==> config.mk <==
export PLATFORM = sky130hd
export DESIGN_NAME = psi_interlock
export DESIGN_NICKNAME = d
export VERILOG_FILES = /design/src/hdl/psi_pkg.sv /design/src/hdl/psi_interlock.sv
export VERILOG_INCLUDE_DIRS = /design/src /design/src/hdl
export SDC_FILE = /design/constraint.sdc
export NUM_CORES = 1
export LEC_CHECK = 0
export BUFFER_PORTS_ARGS = -buffer_cell sky130_fd_sc_hd__clkbuf_2
export CORE_MARGIN = 2
export CORE_UTILIZATION = 45
export DETAILED_ROUTE_END_ITERATION = 7
export GPL_TIMING_DRIVEN = 0
export HOLD_SLACK_MARGIN = 0.03
export PLACE_DENSITY = 0.78
export SLEW_MARGIN = 20
export SYNTH_ARGS = -nofsm -noshare
export SYNTH_HDL_FRONTEND = slang
export SYNTH_SLANG_ARGS = --single-unit
==> constraint.sdc <==
create_clock -name clk_sys_i -period 3.4 [get_ports clk_sys_i]
set_input_delay 0.68 -clock clk_sys_i [delete_from_list [all_inputs] [get_ports clk_sys_i]]
set_output_delay 0.68 -clock clk_sys_i [all_outputs]
set_load 0.1 [all_outputs]
==> src/hdl/psi_map.svh <==
`ifndef PSI_MAP_SVH
`define PSI_MAP_SVH

// Register byte addresses
`define PSI_ADDR_CTRL 8'h00
`define PSI_ADDR_TRIPCFG 8'h04
`define PSI_ADDR_STATUS 8'h08
`define PSI_ADDR_IRQ_STAT 8'h0c
`define PSI_ADDR_IRQ_MASK 8'h10

// Control field positions
`define PSI_CTRL_GDE_EN 0
`define PSI_CTRL_GDE_POL 1

// Status field positions
`define PSI_STAT_ARMED 0
`define PSI_STAT_RELEASED 1
`define PSI_STAT_TRIPPED 2

// Interrupt bits
`define PSI_IRQ_ARM 0
`define PSI_IRQ_RELEASE 1
`define PSI_IRQ_TRIP 2

// Reset values
`define PSI_CTRL_RST 2'h0
`define PSI_TRIPCFG_RST 7'h00
`define PSI_MASK_RST 3'h0
`define PSI_ARM_SYNC_RST 1'b1

// Settling time
`define PSI_SETTLE_MS 100
`define PSI_CLK_HZ 50000000
`define PSI_SETTLE_CYC ((`PSI_CLK_HZ / 1000) * `PSI_SETTLE_MS)

`endif

==> src/hdl/psi_pkg.sv <==
package psi_pkg;

  // Interlock state
  typedef enum logic [1:0] {
    PSI_IDLE,
    PSI_SETTLE,
    PSI_RUN,
    PSI_TRIP
  } psi_state_t;

endpackage : psi_pkg

==> src/hdl/psi_interlock.sv <==
// What this block does
// - PWM held off until arm rising edge
// - Disabled PWM outputs sit at passive level
// - Enable pin level follows selected polarity
// - Enable pin never gates the PWM
// - Interlock absent means PWM always enabled
// - Seven trip lines, each ignore or shutdown
// - Trip forces inactive and fault levels
// - Trips latched, cleared by disable-enable cycle
// - Enable pin asserts at once on arming
// - PWM stays off 100 ms after arming
// - Status low while settling, rises with PWM
// - Enable pin assigned or left undriven
`timescale 1ns/10ps
`default_nettype none
`include "psi_map.svh"

module psi_interlock #(
  parameter int NUM_PWM = 6,
  parameter int NUM_HR = 6,
  parameter int NUM_TRIP = 7,
  parameter bit INTERLOCK_PRESENT = 1'b1,
  parameter int unsigned SETTLE_CYC = `PSI_SETTLE_CYC
) (
  // Clock and reset
  input wire logic clk_sys_i,
  input wire logic sys_rst_i,
  // Register port
  input wire logic [7:0] reg_addr_i,
  input wire logic [31:0] reg_wdata_i,
  input wire logic reg_wr_i,
  input wire logic reg_rd_i,
  output logic [31:0] reg_rdata_o,
  // Arm and trip inputs from pins
  input wire logic arm_i,
  input wire logic [NUM_TRIP-1:0] trip_i,
  // PWM path
  input wire logic [NUM_PWM-1:0] pwm_i,
  input wire logic [NUM_PWM-1:0] pwm_passive_i,
  output logic [NUM_PWM-1:0] pwm_o,
  input wire logic [NUM_HR-1:0] high_res_pwm_timer_i,
  input wire logic [NUM_HR-1:0] high_res_pwm_timer_passive_i,
  input wire logic [NUM_HR-1:0] high_res_pwm_timer_fault_i,
  input wire logic [NUM_HR-1:0] high_res_pwm_timer_fault_hiz_i,
  output logic [NUM_HR-1:0] high_res_pwm_timer_o,
  output logic [NUM_HR-1:0] high_res_pwm_timer_oe_n_o,
  // Status and gate driver enable
  output logic status_o,
  output logic gde_o,
  output logic gde_oe_n_o,
  output logic irq_o
);

  localparam int CW = $clog2(SETTLE_CYC + 1);

  // ==========================================================
  // Input synchronisers
  // ==========================================================
  // Three stages; a change counts when stages two and three agree
  logic [NUM_TRIP:0] s1_q, s2_q, s3_q, flt_q;
  logic [NUM_TRIP:0] s1_d, s2_d, s3_d, flt_d;
  logic arm_q, arm_d;
  // Arm stages reset high, so a pin held high through reset gives no edge
  localparam logic [NUM_TRIP:0] SYNC_RST = {`PSI_ARM_SYNC_RST, {NUM_TRIP{1'b0}}};

  always_comb
  begin
    s1_d = {arm_i, trip_i};
    s2_d = s1_q;
    s3_d = s2_q;
    flt_d = flt_q;
    for (int i = 0; i <= NUM_TRIP; i++)
    begin
      if (s2_q[i] == s3_q[i])
      begin
        flt_d[i] = s3_q[i];
      end
    end
    arm_d = flt_q[NUM_TRIP];
  end

  always_ff @(posedge clk_sys_i)
  begin
    if (sys_rst_i)
    begin
      s1_q <= SYNC_RST;
      s2_q <= SYNC_RST;
      s3_q <= SYNC_RST;
      flt_q <= SYNC_RST;
      arm_q <= `PSI_ARM_SYNC_RST;
    end
    else
    begin
      s1_q <= s1_d;
      s2_q <= s2_d;
      s3_q <= s3_d;
      flt_q <= flt_d;
      arm_q <= arm_d;
    end
  end

  wire logic arm_lvl = flt_q[NUM_TRIP];
  wire logic arm_rise = arm_lvl & ~arm_q; // Low-to-high only
  wire logic [NUM_TRIP-1:0] trip_lvl = flt_q[NUM_TRIP-1:0];

  // ==========================================================
  // Registers
  // ==========================================================
  logic [1:0] ctrl_q, ctrl_d;
  logic [NUM_TRIP-1:0] tcfg_q, tcfg_d;
  logic [2:0] ist_q, ist_d, imsk_q, imsk_d;
  logic [31:0] rdata_q, rdata_d;
  logic [2:0] ev;

  // ==========================================================
  // Interlock state machine
  // ==========================================================
  psi_pkg::psi_state_t st_q, st_d;
  logic [CW-1:0] cnt_q, cnt_d;
  logic [NUM_TRIP-1:0] tlat_q, tlat_d;

  wire logic trip_hit = |(trip_lvl & tcfg_q); // Ignored lines drop out

  // Next state, settle counter and trip latch
  always_comb
  begin
    st_d = st_q;
    cnt_d = cnt_q;
    tlat_d = tlat_q | (trip_lvl & tcfg_q); // Latched until rearmed
    ev = 3'h0;
    unique case (st_q)
      psi_pkg::PSI_IDLE:
      begin
        if (arm_rise) // Only an edge arms, never a held level
        begin
          st_d = psi_pkg::PSI_SETTLE;
          cnt_d = '0;
          tlat_d = '0; // Disabled-to-enabled cycle clears trips
          ev[`PSI_IRQ_ARM] = 1'b1;
        end
      end
      psi_pkg::PSI_SETTLE:
      begin
        if (!arm_lvl)
        begin
          st_d = psi_pkg::PSI_IDLE;
        end
        else if (trip_hit)
        begin
          st_d = psi_pkg::PSI_TRIP;
          ev[`PSI_IRQ_TRIP] = 1'b1;
        end
        else if (cnt_q == CW'(SETTLE_CYC - 1)) // 100 ms elapsed
        begin
          st_d = psi_pkg::PSI_RUN;
          ev[`PSI_IRQ_RELEASE] = 1'b1;
        end
        else
        begin
          cnt_d = cnt_q + CW'(1); // Counts system clocks
        end
      end
      psi_pkg::PSI_RUN:
      begin
        if (!arm_lvl)
        begin
          st_d = psi_pkg::PSI_IDLE;
        end
        else if (trip_hit) // One-shot shutdown
        begin
          st_d = psi_pkg::PSI_TRIP;
          ev[`PSI_IRQ_TRIP] = 1'b1;
        end
      end
      psi_pkg::PSI_TRIP:
      begin
        // Stays shut until arm drops; a fresh edge is then needed
        if (!arm_lvl)
        begin
          st_d = psi_pkg::PSI_IDLE;
        end
      end
    endcase
  end

  always_ff @(posedge clk_sys_i)
  begin
    if (sys_rst_i)
    begin
      st_q <= psi_pkg::PSI_IDLE;
      cnt_q <= '0;
      tlat_q <= '0;
    end
    else
    begin
      st_q <= st_d;
      cnt_q <= cnt_d;
      tlat_q <= tlat_d;
    end
  end

  // ==========================================================
  // Output stage
  // ==========================================================
  logic [NUM_PWM-1:0] pwm_q, pwm_d;
  logic [NUM_HR-1:0] hr_q, hr_d, hroe_q, hroe_d;
  logic stat_q, stat_d, gde_q, gde_d, gdoe_q, gdoe_d;

  // Outputs are registered from the next state, so they change in the same cycle as the state
  always_comb
  begin
    logic run;
    logic armed;
    run = 1'b0;
    armed = 1'b0;
    if (!INTERLOCK_PRESENT)
    begin
      run = 1'b1; // No interlock: always enabled
      armed = 1'b1;
    end
    else
    begin
      run = (st_d == psi_pkg::PSI_RUN);
      armed = (st_d == psi_pkg::PSI_SETTLE) || run; // Set on arming, no wait
    end
    // PWM gating depends on state only, never on the pin
    pwm_d = run ? pwm_i : pwm_passive_i; // Passive when held off
    hroe_d = '0;
    if (run)
    begin
      hr_d = high_res_pwm_timer_i;
    end
    else if (INTERLOCK_PRESENT && st_d == psi_pkg::PSI_TRIP)
    begin
      hr_d = high_res_pwm_timer_fault_i; // Fault level per channel
      hroe_d = high_res_pwm_timer_fault_hiz_i;
    end
    else
    begin
      hr_d = high_res_pwm_timer_passive_i;
    end
    stat_d = run; // Rises together with the PWM
    // Active-low polarity bit 0 drives 0 when armed
    gde_d = ctrl_q[`PSI_CTRL_GDE_POL] ? armed : ~armed;
    gdoe_d = ~ctrl_q[`PSI_CTRL_GDE_EN]; // Unassigned pin stays released
  end

  always_ff @(posedge clk_sys_i)
  begin
    if (sys_rst_i)
    begin
      pwm_q <= '0;
      hr_q <= '0;
      hroe_q <= '0;
      stat_q <= 1'b0;
      gde_q <= 1'b0;
      gdoe_q <= 1'b1;
    end
    else
    begin
      pwm_q <= pwm_d;
      hr_q <= hr_d;
      hroe_q <= hroe_d;
      stat_q <= stat_d;
      gde_q <= gde_d;
      gdoe_q <= gdoe_d;
    end
  end

  // ==========================================================
  // Register file
  // ==========================================================
  // Write-one-to-clear; a new event wins over a clear
  always_comb
  begin
    ctrl_d = ctrl_q;
    tcfg_d = tcfg_q;
    imsk_d = imsk_q;
    ist_d = ist_q;
    rdata_d = 32'h0;
    if (reg_wr_i)
    begin
      unique case (reg_addr_i)
        `PSI_ADDR_CTRL: ctrl_d = reg_wdata_i[1:0];
        `PSI_ADDR_TRIPCFG: tcfg_d = reg_wdata_i[NUM_TRIP-1:0];
        `PSI_ADDR_IRQ_STAT: ist_d = ist_q & ~reg_wdata_i[2:0];
        `PSI_ADDR_IRQ_MASK: imsk_d = reg_wdata_i[2:0];
        default: ;
      endcase
    end
    ist_d = ist_d | ev;
    if (reg_rd_i)
    begin
      unique case (reg_addr_i)
        `PSI_ADDR_CTRL: rdata_d[1:0] = ctrl_q;
        `PSI_ADDR_TRIPCFG: rdata_d[NUM_TRIP-1:0] = tcfg_q;
        `PSI_ADDR_STATUS: rdata_d = {{(32-3-NUM_TRIP){1'b0}}, tlat_q,
          (st_q == psi_pkg::PSI_TRIP), stat_q, (st_q != psi_pkg::PSI_IDLE)};
        `PSI_ADDR_IRQ_STAT: rdata_d[2:0] = ist_q;
        `PSI_ADDR_IRQ_MASK: rdata_d[2:0] = imsk_q;
        default: rdata_d = 32'h0; // Unmapped reads as zero
      endcase
    end
  end

  always_ff @(posedge clk_sys_i)
  begin
    if (sys_rst_i)
    begin
      ctrl_q <= `PSI_CTRL_RST;
      tcfg_q <= `PSI_TRIPCFG_RST;
      imsk_q <= `PSI_MASK_RST;
      ist_q <= 3'h0;
      rdata_q <= 32'h0;
    end
    else
    begin
      ctrl_q <= ctrl_d;
      tcfg_q <= tcfg_d;
      imsk_q <= imsk_d;
      ist_q <= ist_d;
      rdata_q <= rdata_d;
    end
  end

  logic irq_q;
  always_ff @(posedge clk_sys_i)
  begin
    if (sys_rst_i)
    begin
      irq_q <= 1'b0;
    end
    else
    begin
      irq_q <= |(ist_d & imsk_d);
    end
  end

  assign reg_rdata_o = rdata_q;
  assign pwm_o = pwm_q;
  assign high_res_pwm_timer_o = hr_q;
  assign high_res_pwm_timer_oe_n_o = hroe_q;
  assign status_o = stat_q;
  assign gde_o = gde_q;
  assign gde_oe_n_o = gdoe_q;
  assign irq_o = irq_q;
endmodule : psi_interlock
`default_nettype wire

== Yosys cells after proc, flatten, opt, wreduce, memory -nomap -nowiden ==
Index checks and enable logic that the tools add are counted.

* Div/mod/pow operators: 0
* Multipliers: 0
* Multiplexer cells: 35
* Order comparisons: 0
* Add/subtract/negate cells: 1
* Bitwise gates (word level): 13
* Reduce and logical (&&, ||, !) cells: 13
* Shifts and indexed selects: 0
* Eq/ne operators: 23

{| class="wikitable"
|+ Operators by type and width
! operator !! count
|-
| $mux W23 || 4
|-
| $pmux W23 S2 || 1
|-
| $add A23 B1 Y23 const B || 1
|-
| $eq A23 B23 Y1 const B || 1
|-
| $mux W6 || 3
|-
| $eq A8 B4 Y1 const B || 2
|-
| $mux W2 || 8
|-
| $mux W7 || 2
|-
| $mux W3 || 4
|-
| $pmux W2 S5 || 1
|-
| $reduce_or A3 Y1 || 3
|-
| $eq A1 B1 Y1 || 8
|-
| $eq A2 B2 Y1 const B || 4
|-
| $eq A8 B3 Y1 const B || 1
|-
| $eq A8 B5 Y1 const B || 1
|-
| $logic_not A8 Y1 || 1
|-
| $mux W1 || 8
|-
| $ne A2 B2 Y1 const B || 4
|-
| $pmux W2 S4 || 1
|-
| $pmux W4 S2 || 1
|-
| $and A7 B7 Y7 || 1
|-
| $or A7 B7 Y7 || 1
|-
| $reduce_or A7 Y1 || 1
|-
| $and A3 B3 Y3 || 2
|-
| 13 further kinds || 21
|}

* Bits in writable memories: 0
* Flip-flop bits (word level): 134
* Logic and storage cells: 113
* Input bits: 88
* Latch bits: 0
* Memories kept: 0
* ROM bits: 0

== Longest topological paths before layout ==
Gate-level depths: netlist of run 1.

* Word-level depth: 9
* Depth in mapped cells: 14
* Mapped depth without buffers: 12

== Worst setup path before layout of run 1 ==
OpenSTA, ideal clock, no wires.

* Path type: register -> register
* Start point: register cnt_q[0]
* End point: register hroe_q[0] (netlist: high_res_pwm_timer_oe_n_o[0])
* Cell stages (with the launch flop): 12
* Required time: 3.340 ns
* Setup time: 0.060 ns
* Setup slack: 0.329 ns
* Clock period less this slack: 3.071 ns
* Arrival time: 3.011 ns
* Path through: dfxtp_1 > ha_1 > nand4_1 > or4_1 > nor4_4 > buf_6 > nand2_4 > a31oi_4 > ha_1 > clkbuf_1 > nor3b_1 > and2_1

* Cells in the longest elaborated chain, start to end: 8

{| class="wikitable"
|+ Ends and longest elaborated chain
! element !! line !! RTL
|-
| from (decl) || psi_interlock.sv:119 || <nowiki>logic [CW-1:0] cnt_q, cnt_d;</nowiki>
|-
| from (signal assigned) || psi_interlock.sv:197 || <nowiki>cnt_q <= cnt_d;</nowiki>
|-
| $eq A23 B23 Y1 * || psi_interlock.sv:153 || <nowiki>else if (cnt_q == CW'(SETTLE_CYC - 1))</nowiki>
|-
| $mux W2 * || psi_interlock.sv:153 ||
|-
| $mux W2 * || psi_interlock.sv:148 || <nowiki>else if (trip_hit)</nowiki>
|-
| $mux W2 * || psi_interlock.sv:144 || <nowiki>if (!arm_lvl)</nowiki>
|-
| $pmux W2 S4 * || psi_interlock.sv:131 || <nowiki>unique case (st_q)</nowiki>
|-
| net st_d[1] || psi_interlock.sv:118 || <nowiki>psi_pkg::psi_state_t st_q, st_d;</nowiki>
|-
| $eq A2 B2 Y1 || psi_interlock.sv:233 || <nowiki>else if (INTERLOCK_PRESENT && st_d == psi_pkg::PSI_TRIP)</nowiki>
|-
| $not A1 Y1 (no line) || - ||
|-
| $reduce_or A3 Y1 (no line) * || - ||
|-
| to (signal assigned) || psi_interlock.sv:263 || <nowiki>hroe_q <= hroe_d;</nowiki>
|-
| to (decl) || psi_interlock.sv:206 || <nowiki>logic [NUM_HR-1:0] hr_q, hr_d, hroe_q, hroe_d;</nowiki>
|}

The timed path passes the listed nets; every way through them passes the cells marked *.
A chain may end at the register's enable or synchronous reset.

== Final worst setup path of run 1 ==
* Start point: register cnt_q[0]
* End point: register pwm_q[5] (netlist: pwm_o[5])

* Cells in the longest elaborated chain, start to end: 7

{| class="wikitable"
|+ Ends and longest elaborated chain
! element !! line !! RTL
|-
| $eq A23 B23 Y1 || psi_interlock.sv:153 ||
|-
| $mux W2 || psi_interlock.sv:153 ||
|-
| $mux W2 || psi_interlock.sv:148 ||
|-
| $mux W2 || psi_interlock.sv:144 ||
|-
| $pmux W2 S4 || psi_interlock.sv:131 ||
|-
| net st_d[1] || psi_interlock.sv:118 ||
|-
| $eq A2 B2 Y1 || psi_interlock.sv:223 || <nowiki>run = (st_d == psi_pkg::PSI_RUN);</nowiki>
|-
| net stat_d || psi_interlock.sv:207 || <nowiki>logic stat_q, stat_d, gde_q, gde_d, gdoe_q, gdoe_d;</nowiki>
|-
| $mux W6 || psi_interlock.sv:227 || <nowiki>pwm_d = run ? pwm_i : pwm_passive_i;</nowiki>
|-
| to (signal assigned) || psi_interlock.sv:261 || <nowiki>pwm_q <= pwm_d;</nowiki>
|-
| to (decl) || psi_interlock.sv:205 || <nowiki>logic [NUM_PWM-1:0] pwm_q, pwm_d;</nowiki>
|}

The timed path passes the listed nets, and every way through them passes these cells.

==> flow_metrics.py, run 1 <==
metrics = {
    "status": {
        "status": "completed",
    },
    "worst_setup_path": {
        "crit_type": "reg2reg",
        "reg2reg_from": "cnt_q[0]",
        "r2r_slack_ps": 300,
        "required_ps": 3640,
        "worstSetupStartpoint": "cnt_q[0]",
        "regToRegEndpoint": "pwm_o[5]",
        "crit_path_start_kind": "register",
        "cp-end-kind": "register",
        "worst-r2r-cell-count": 11,
        "worstPathMaxFanout": 10,
        "worstPathArrival_ps": 3340,
    },
    "placement": {
        "place_ws_ps": -295.6,
        "dpl_cell_area_sq_mm": 0.005393,
        "dpl.hpwl_mm": 8.213,
        "dp_cells": 760,
        "gp_congestion": 0.8762,
        "io_buffers": 91,
    },
    "cts": {
        "ctsLongestPathBuffers": 2,
        "ctsHoldBuffers": 0,
        "clkLatencyLatePin_ps": 370,
        "cts_tree": "done",
        "clock-sinks": 112,
        "root_buffer": "clkbuf_8",
        "htreeDepth": 3,
        "cts.clk_slew.worst_paths_ps": 100,
        "cts_buffers": 9,
    },
    "logic_synthesis": {
        "ys_async_sr_fraction": 0,
        "yosys-top-cells-area": "dfxtp_1 48%, nor2_1 5.0%, mux2i_1 4.7%",
        "synth-main-ff-cell": "dfxtp_1",
        "synth_edf_count": 0,
        "synth_cell_types": 56,
        "syn_area_sq_mm": 0.004688,
        "synth_area_per_cell_sq_um": 9.157,
        "synth_top_area_frac": 0.4782,
        "yosysSeqAreaShare": 0.4782,
        "synth_seq_cells": 112,
        "synth_area_leader_cell": "dfxtp_1",
        "yosysWarnings": 0,
        "synth_cells": 512,
    },
    "layout": {
        "fin_area_sq_mm": 0.005650,
        "fillers": 905,
        "syn_to_final_growth_pct": 20.52,
        "drive_gt1_frac": 0.2457,
        "multi_input_area_sq_mm": 0.002242,
        "final_cells": 775,
        "nNetsFinal": 730,
        "n_antenna_cell": 0,
        "fin_util": 0.5523,
        "seqCellArea_sq_mm": 0.002242,
    },
    "global_route": {
        "grt_pass1_vias": 3824,
        "antenna_found_initial": 0,
        "grt_usage": 0.1975,
        "grt_max_degree": 19,
        "grt_pass1_wl_mm": 17.95,
        "gr-total-overflow": 0,
    },
    "timing": {
        "setup_viol": 0,
        "tightest_slew_ps": 752.4,
        "rsz0062_at_grt": "no",
        "finalClockSkew_ps": 7.930,
        "finalWorstSetupSlack_ps": 299.9,
        "post-route-period-util": 0.9118,
        "final_hold_viol_count": 0,
        "slew_viol_final": 0,
        "fin_setup_tns_ps": 0,
        "max_freq_ghz": 0.3226,
        "slew_headroom": 0.4984,
        "period_minus_slack_ps": 3100,
        "hold_slack_ps": 428.4,
    },
    "floorplan": {
        "dieArea_sq_mm": 0.01125,
        "fp-row-count": 37,
        "die_x_microns": 106.1,
        "die_y_microns": 106.1,
        "core_sq_mm": 0.01023,
        "initial_utilization": 0.4582,
        "ios": 142,
    },
    "route": {
        "wl_per_cell_microns": 14.14,
        "drtPass1Iterations": 4,
        "wl_mm": 10.96,
        "via_per_inst": 5.231,
        "vias": 4054,
        "drc": 0,
        "drtIter0Drc": 178,
        "ant_nets": 0,
    },
    "pwr": {
        "p_per_area_mw_per_mm2": 481.6,
        "leakage_nw": 2.333,
        "p_total_mw": 2.721,
        "ir_drop_mv": 0.2759,
    },
    "hold_path": {
        "whs_endpoint": "s2_q[7]",
        "min-delay-path-class": "reg2reg",
        "holdPathStages": 1,
        "hold_start": "s1_q[7]",
    },
    "run": {
        "drv_cap": 0,
    },
}
[cell usage after synthesis (2+ instances only)]
cell type / number
o21a_1: 7
or2_2: 5
nand4_1: 5
nand2_1: 34
inv_1: 9
dfxtp_1: 112
buf_4: 22
o21ai_0: 20
a211oi_1: 6
nand2b_1: 7
or4_1: 7
nor2_1: 62
nand3b_1: 3
nor3_1: 10
a21oi_1: 40
o31ai_1: 2
and3_1: 7
o211ai_1: 2
buf_2: 2
a21boi_0: 3
and2_1: 9
clkbuf_1: 19
a22oi_1: 10
ha_1: 7
buf_6: 2
a31oi_4: 2
mux4_2: 2
nor4_1: 3
nand3_1: 13
mux2i_1: 22
a311oi_1: 5
a31oi_1: 6
nor2b_1: 24
[critical path: stages (launching register included)]
cell and delay, ps:
dfxtp_1 410, ha_1 230, nand4_1 260, or4_1 580, nor4_4 240, buf_6 210
nand2_4 60, a31oi_4 230, ha_1 230, buf_2 240, mux2i_1 230, nor2_1 50
[cells by family after synthesis]
| group | count (synthesis) | share of synthesized area |
|---|---|---|
| AO/OA/AOI/OAI | 111 | 0.1548 |
| buffers and inverters | 55 | 0.06538 |
| AND/OR/NAND/NOR | 200 | 0.2204 |
| other | 1 | 0.0007999 |
| flip-flops | 112 | 0.4782 |
| multiplexers | 25 | 0.05978 |
| XOR/XNOR | 1 | 0.001869 |
| adder cells (fa/ha/maj) | 7 | 0.01868 |
[placed cells by master (no fill, tap or decap), types with 7 or more instances in the layout]
master / n
nand2_1: 34
buf_4: 23
or4_1: 7
a22oi_1: 10
nand2b_1: 7
inv_1: 9
nor2b_1: 24
o21a_1: 7
mux2i_1: 22
clkbuf_1: 16
conb_1: 22
nor3_1: 10
clkbuf_2: 91
nor2_1: 62
and3_1: 7
dfxtp_1: 112
and2_1: 9
o21ai_0: 20
clkbuf_8: 10
nand3_1: 13
a21oi_1: 40
[repair_timing]
action | in CTS | in global routing
setup endpoints to repair | 15 | 18
buffers inserted | 0 | 1
resized for setup | 4 | 4
pin swaps | 0 | 2
[cell type report]
type,instances,share of cell area
Clock inverter,5,0.01550
Clock buffer,10,0.02436
Sequential cell,112,0.3968
Timing Repair Buffer,92,0.08193
Multi-Input combinational cell,366,0.3968
Inverter,10,0.006643
Tap cell,136,0.03012
Buffer,44,0.04783
[report_power, final]
part	internal [mW]	total (mW)	switching (mW)
sequential	1.34	1.35	0.0133
clock	0.439	0.881	0.442
combinational	0.135	0.489	0.354
[registers in the layout, summed over array words and instances (netlist names), 7 cells and up]
signal	flops
cnt_q	23
flt_q	8
reg_rdata_o	10
s1_q	8
s2_q	8
s3_q	8
tcfg_q	7
tlat_q	7
[worst max-delay path by stage]
stage | to | cells past startpoint
floorplan | high_res_pwm_timer_oe_n_o[0] | 11
global placement | high_res_pwm_timer_oe_n_o[5] | 11
detailed placement | high_res_pwm_timer_oe_n_o[5] | 11
CTS | high_res_pwm_timer_oe_n_o[5] | 10
global route | pwm_o[3] | 11
finish | pwm_o[5] | 11
[routing by layer]
layer / global-route usage / vias to the layer above / share of wire
met5: 0 / - / 0
met4: 0.05733 / 0 / 0.0098
met3: 0.04292 / 11 / 0.078
met2: 0.3300 / 177 / 0.47
met1: 0.2576 / 1867 / 0.45
li1: - / 1999 / -
Note: power is estimated with default switching activity, not from simulation.
==> run 2: changes to the inputs <==
Settings changed: MAX_ROUTING_LAYER set to met4.
==> flow_metrics.py, run 2 (same netlist as run 1, synthesis figures left out) <==
metrics = {
    "hold_path": {
        "hold_start": "s1_q[7]",
        "min-delay-path-class": "reg2reg",
    },
    "worst_setup_path": {
        "required_ps": 3650,
        "worstPathArrival_ps": 3420,
        "reg2reg_from": "cnt_q[0]",
        "crit_path_start_kind": "register",
        "cp-end-kind": "register",
        "worstSetupStartpoint": "cnt_q[0]",
        "crit_type": "reg2reg",
        "worstPathMaxFanout": 10,
    },
    "layout": {
        "drive_gt1_frac": 0.2480,
        "syn_to_final_growth_pct": 21.06,
        "layout_commonest_cell": "dfxtp_1",
        "largest_reg_flops": 23,
        "fillers": 908,
        "max_flop_register": "cnt_q",
        "n_antenna_cell": 0,
        "layout_common_cells": "112 x dfxtp_1, 91 x clkbuf_2, 62 x nor2_1, 40 x a21oi_1, 34 x nand2_1",
        "fin_area_sq_mm": 0.005675,
        "nNetsFinal": 731,
    },
    "floorplan": {
        "initial_utilization": 0.4582,
        "die_y_microns": 106.1,
        "ios": 142,
        "dieArea_sq_mm": 0.01125,
        "die_x_microns": 106.1,
        "fp-row-count": 37,
        "core_sq_mm": 0.01023,
    },
    "placement": {
        "dpl.hpwl_mm": 8.344,
        "io_buffers": 91,
        "gp_congestion": 0.8921,
        "dpl_cell_area_sq_mm": 0.005393,
    },
    "route": {
        "vias": 4066,
        "ant_nets": 0,
        "wl_per_cell_microns": 14.42,
        "wl_mm": 11.20,
        "drtIter0Drc": 247,
        "drc": 0,
        "drtPass1Iterations": 5,
        "via_per_inst": 5.233,
    },
    "status": {
        "status": "completed",
    },
    "cts": {
        "clkLatencyLatePin_ps": 360,
        "htreeDepth": 3,
        "clock-sinks": 112,
        "ctsLongestPathBuffers": 2,
        "root_buffer": "clkbuf_8",
        "cts.clk_slew.worst_paths_ps": 110,
        "cts_buffers": 9,
        "cts_tree": "done",
        "ctsHoldBuffers": 0,
    },
    "run": {
        "drv_cap": 0,
    },
    "timing": {
        "period_minus_slack_ps": 3172,
        "post-route-period-util": 0.9330,
        "rsz0062_at_grt": "no",
        "final_hold_viol_count": 0,
        "slew_viol_final": 0,
        "tightest_slew_ps": 756.5,
        "finalClockSkew_ps": 9.668,
        "setup_viol": 0,
        "max_freq_ghz": 0.3152,
        "slew_headroom": 0.4948,
    },
    "global_route": {
        "gr-total-overflow": 0,
        "grt_max_degree": 21,
        "grt_pass1_vias": 3932,
        "grt_pass1_wl_mm": 18.17,
        "grt_usage": 0.2053,
        "antenna_found_initial": 0,
    },
    "pwr": {
        "p_per_area_mw_per_mm2": 484.0,
        "leakage_nw": 2.347,
        "ir_drop_mv": 0.2712,
        "p_total_mw": 2.747,
    },
}
## run 2: path summary, 6_finish.rpt
path	depth (start not counted)	slack, ps	end
max	12	230	high_res_pwm_timer_o[0]
max reg2reg	12	230	high_res_pwm_timer_o[0]
min	1	440	s2_q[7]
min reg2reg	1	440	s2_q[7]
## run 2: per-stage QoR
stage / hold slack [ps] / setup TNS [ps] / worst slack, ps / instances / utilization
2_1_floorplan: 368.3 / 0 / 329.0 / 533 / -
3_3_place_gp: 402.3 / -1863 / -247.1 / 760 / 0.5271
3_5_place_dp: 411.7 / -2506 / -298.4 / 760 / 0.5271
4_1_cts: 445.4 / 0 / 59.46 / 775 / 0.5511
5_1_grt: 459.2 / 0 / 51.79 / 777 / 0.5547
6_report: 438.0 / 0 / 227.7 / 777 / 0.5547
## run 2: timing repair
action	in CTS	in global routing
endpoints found under the setup margin	17	18
resized for setup	4	4
buffers inserted	0	2
pin swaps	0	1
hold endpoints to repair	0	0
## run 2: worst max-delay path, cell delays in order, from the launching register on
cell and delay [ps]:
dfxtp_1 410, ha_1 230, nand4_1 250, or4_1 580, nor4_4 250, buf_6 210, nand2_4 70, a31oi_4 240
ha_1 230, buf_2 270, nor2_1 100, a21oi_1 160, nor2_1 60
## run 2: report_power, final
| group | internal (mW) | switching (mW) | total (mW) | leakage (nW) |
|---|---|---|---|---|
| logic | 0.135 | 0.358 | 0.492 | 1.32 |
| clock network | 0.432 | 0.471 | 0.903 | 0.120 |
| registers | 1.34 | 0.0128 | 1.35 | 0.910 |
| total | 1.90 | 0.842 | 2.75 | 2.35 |
## run 2: layout make-up
| type | count | area (sq um) | area share |
|---|---|---|---|
| Tap cell | 136 | 170.2 | 0.02998 |
| Clock buffer | 9 | 123.9 | 0.02183 |
| Buffer | 44 | 267.8 | 0.04718 |
| Inverter | 10 | 37.54 | 0.006614 |
| Sequential cell | 112 | 2242 | 0.3951 |
| Clock inverter | 7 | 115.1 | 0.02028 |
| Multi-Input combinational cell | 366 | 2248 | 0.3962 |
| Timing Repair Buffer | 93 | 470.5 | 0.08289 |
## run 2: routing by layer
metal	share of wire	vias to the layer above	track usage
met5	0	-	-
met4	0.014	0	0.05075
met3	0.078	18	0.03740
met2	0.47	194	0.3415
met1	0.44	1856	0.2603
li1	-	1998	-
==> run 3: changes to the inputs <==
Settings changed: CORE_ASPECT_RATIO set to 2.
==> flow_metrics.py, run 3 (same netlist as run 1, synthesis figures left out) <==
metrics = {
    "route": {
        "wl_per_cell_microns": 15.61,
        "met1_length_mm": 4.123,
        "met2_length_mm": 6.878,
        "drtIter0Drc": 219,
        "drtPass1Iterations": 5,
        "drc": 0,
        "met3_length_microns": 500,
        "top_layer_used": "met4",
        "ant_nets": 0,
        "via_per_inst": 5.407,
        "wl_mm": 12.13,
        "vias": 4201,
    },
    "global_route": {
        "gr-total-overflow": 0,
        "antenna_found_initial": 0,
        "grt_usage": 0.2174,
        "grt_pass1_vias": 4219,
        "grt_pass1_wl_mm": 19.05,
        "grt_max_degree": 20,
    },
    "cts": {
        "ctsHoldBuffers": 0,
        "ctsLongestPathBuffers": 2,
        "clkLatencyLatePin_ps": 340,
        "cts_buffers": 9,
        "cts.clk_slew.worst_paths_ps": 70,
        "root_buffer": "clkbuf_16",
        "cts_tree": "done",
        "clock-sinks": 112,
        "htreeDepth": 3,
    },
    "layout": {
        "multi_input_area_sq_mm": 0.002236,
        "syn_to_final_growth_pct": 21.99,
        "max_flop_register": "cnt_q",
        "nNetsFinal": 732,
        "n_antenna_cell": 0,
        "seqCellArea_sq_mm": 0.002242,
        "largest_reg_flops": 23,
        "layout_commonest_cell": "dfxtp_1",
        "fin_area_sq_mm": 0.005719,
        "fillers": 939,
        "drive_gt1_frac": 0.2477,
        "layout_common_cells": "112 x dfxtp_1, 93 x clkbuf_2, 62 x nor2_1, 40 x a21oi_1, 34 x nand2_1",
    },
    "floorplan": {
        "dieArea_sq_mm": 0.01130,
        "fp-row-count": 52,
        "ios": 142,
        "core_sq_mm": 0.01015,
        "die_y_microns": 148.4,
        "initial_utilization": 0.4619,
        "die_x_microns": 76.18,
    },
    "worst_setup_path": {
        "cp-end-kind": "register",
        "reg2reg_from": "cnt_q[0]",
        "worst-r2r-cell-count": 12,
        "crit_type": "reg2reg",
        "worstPathArrival_ps": 3370,
        "crit_path_start_kind": "register",
        "regToRegEndpoint": "high_res_pwm_timer_o[2]",
        "required_ps": 3620,
        "r2r_slack_ps": 250,
        "worstPathMaxFanout": 10,
    },
    "pwr": {
        "swShare": 0.3008,
        "combPwrFrac": 0.173,
        "p_per_area_mw_per_mm2": 500.5,
        "leakage_nw": 2.375,
        "p_int_mw": 2.002,
        "power_frac_clock": 0.355,
        "power_frac_seq": 0.472,
        "ir_drop_mv": 0.2627,
        "p_total_mw": 2.863,
        "power.switching_mw": 0.8610,
    },
    "timing": {
        "rsz0062_at_grt": "no",
        "slew_headroom": 0.3436,
        "hold_slack_ps": 418.0,
        "period_minus_slack_ps": 3153,
        "tightest_slew_ps": 975.5,
        "max_freq_ghz": 0.3172,
        "setup_viol": 0,
        "post-route-period-util": 0.9273,
        "finalClockSkew_ps": 6.415,
        "slew_viol_final": 0,
        "final_hold_viol_count": 0,
    },
    "placement": {
        "dpl.hpwl_mm": 9.241,
        "io_buffers": 91,
        "dpl_cell_area_sq_mm": 0.005391,
        "gp_congestion": 0.9542,
    },
    "hold_path": {
        "holdPathStages": 1,
        "hold_start": "s1_q[7]",
        "whs_endpoint": "s2_q[7]",
        "min-delay-path-class": "reg2reg",
    },
    "run": {
        "drv_cap": 0,
    },
    "status": {
        "status": "completed",
    },
}
==> run 3: layer usage <==
layer | vias to the layer above | global-route usage
met5 | - | -
met4 | 0 | 0.1427
met3 | 51 | 0.03337
met2 | 184 | 0.4277
met1 | 1965 | 0.1842
li1 | 2001 | -
==> run 3: critical path: stages (launching register included) <==
cell and delay (ps):
dfxtp_1 440, ha_1 260, nand4_1 200, or4_1 560
nor4_4 270, buf_6 210, nand2_4 60, a31oi_4 240
ha_1 210, clkbuf_2 260, nor2_1 90, a21oi_1 160
nor2_1 60
==> run 3: cell type report <==
cell class / count / share of cell area
multi-input combinational: 366 / 0.3909
sequential: 112 / 0.3920
clock buffer: 10 / 0.04179
buffer: 44 / 0.04682
clock inverter: 6 / 0.008751
tap: 135 / 0.02953
inverter: 10 / 0.006563
timing repair buffer: 94 / 0.08357
==> run 3: metrics by stage <==
step | utilization | cells | setup WS (ps) | setup TNS, ps
final | 0.5635 | 777 | 247.1 | 0
after global routing | 0.5635 | 777 | 49.56 | 0
after CTS | 0.5603 | 774 | 83.29 | 0
after detailed placement | 0.5312 | 759 | -317.5 | -2535
after global placement | 0.5312 | 759 | -231.7 | -1627
after floorplan | - | 533 | 329.0 | 0
==> run 3: worst max path at each step <==
stage	startpoint	to	slack [ps]	depth (start not counted)
after detailed placement	cnt_q[0]	high_res_pwm_timer_oe_n_o[4]	-320	11
final	cnt_q[0]	high_res_pwm_timer_o[2]	250	12
after global placement	cnt_q[0]	high_res_pwm_timer_oe_n_o[0]	-230	11
after floorplan	cnt_q[0]	high_res_pwm_timer_oe_n_o[0]	330	11
after CTS	cnt_q[0]	high_res_pwm_timer_oe_n_o[4]	80	10
after global routing	cnt_q[0]	pwm_o[5]	50	11
==> run 3: timing repair <==
item | in CTS | in global routing
gates cloned | 0 | 0
endpoints found under the setup margin | 18 | 18
setup buffers | 0 | 3
resized for setup | 4 | 1
hold endpoints to repair | 0 | 0
pin swaps | 0 | 2
==> run 3: power by group through the flow <==
stage	logic, mW	clock network (mW)	registers, mW
4_1_cts	0.487	1.03	1.35
2_1_floorplan	0.298	0	1.46
6_report	0.495	1.02	1.35
3_5_place_dp	0.484	0	1.38
5_1_grt	0.523	1.09	1.35
3_3_place_gp	0.476	0	1.38
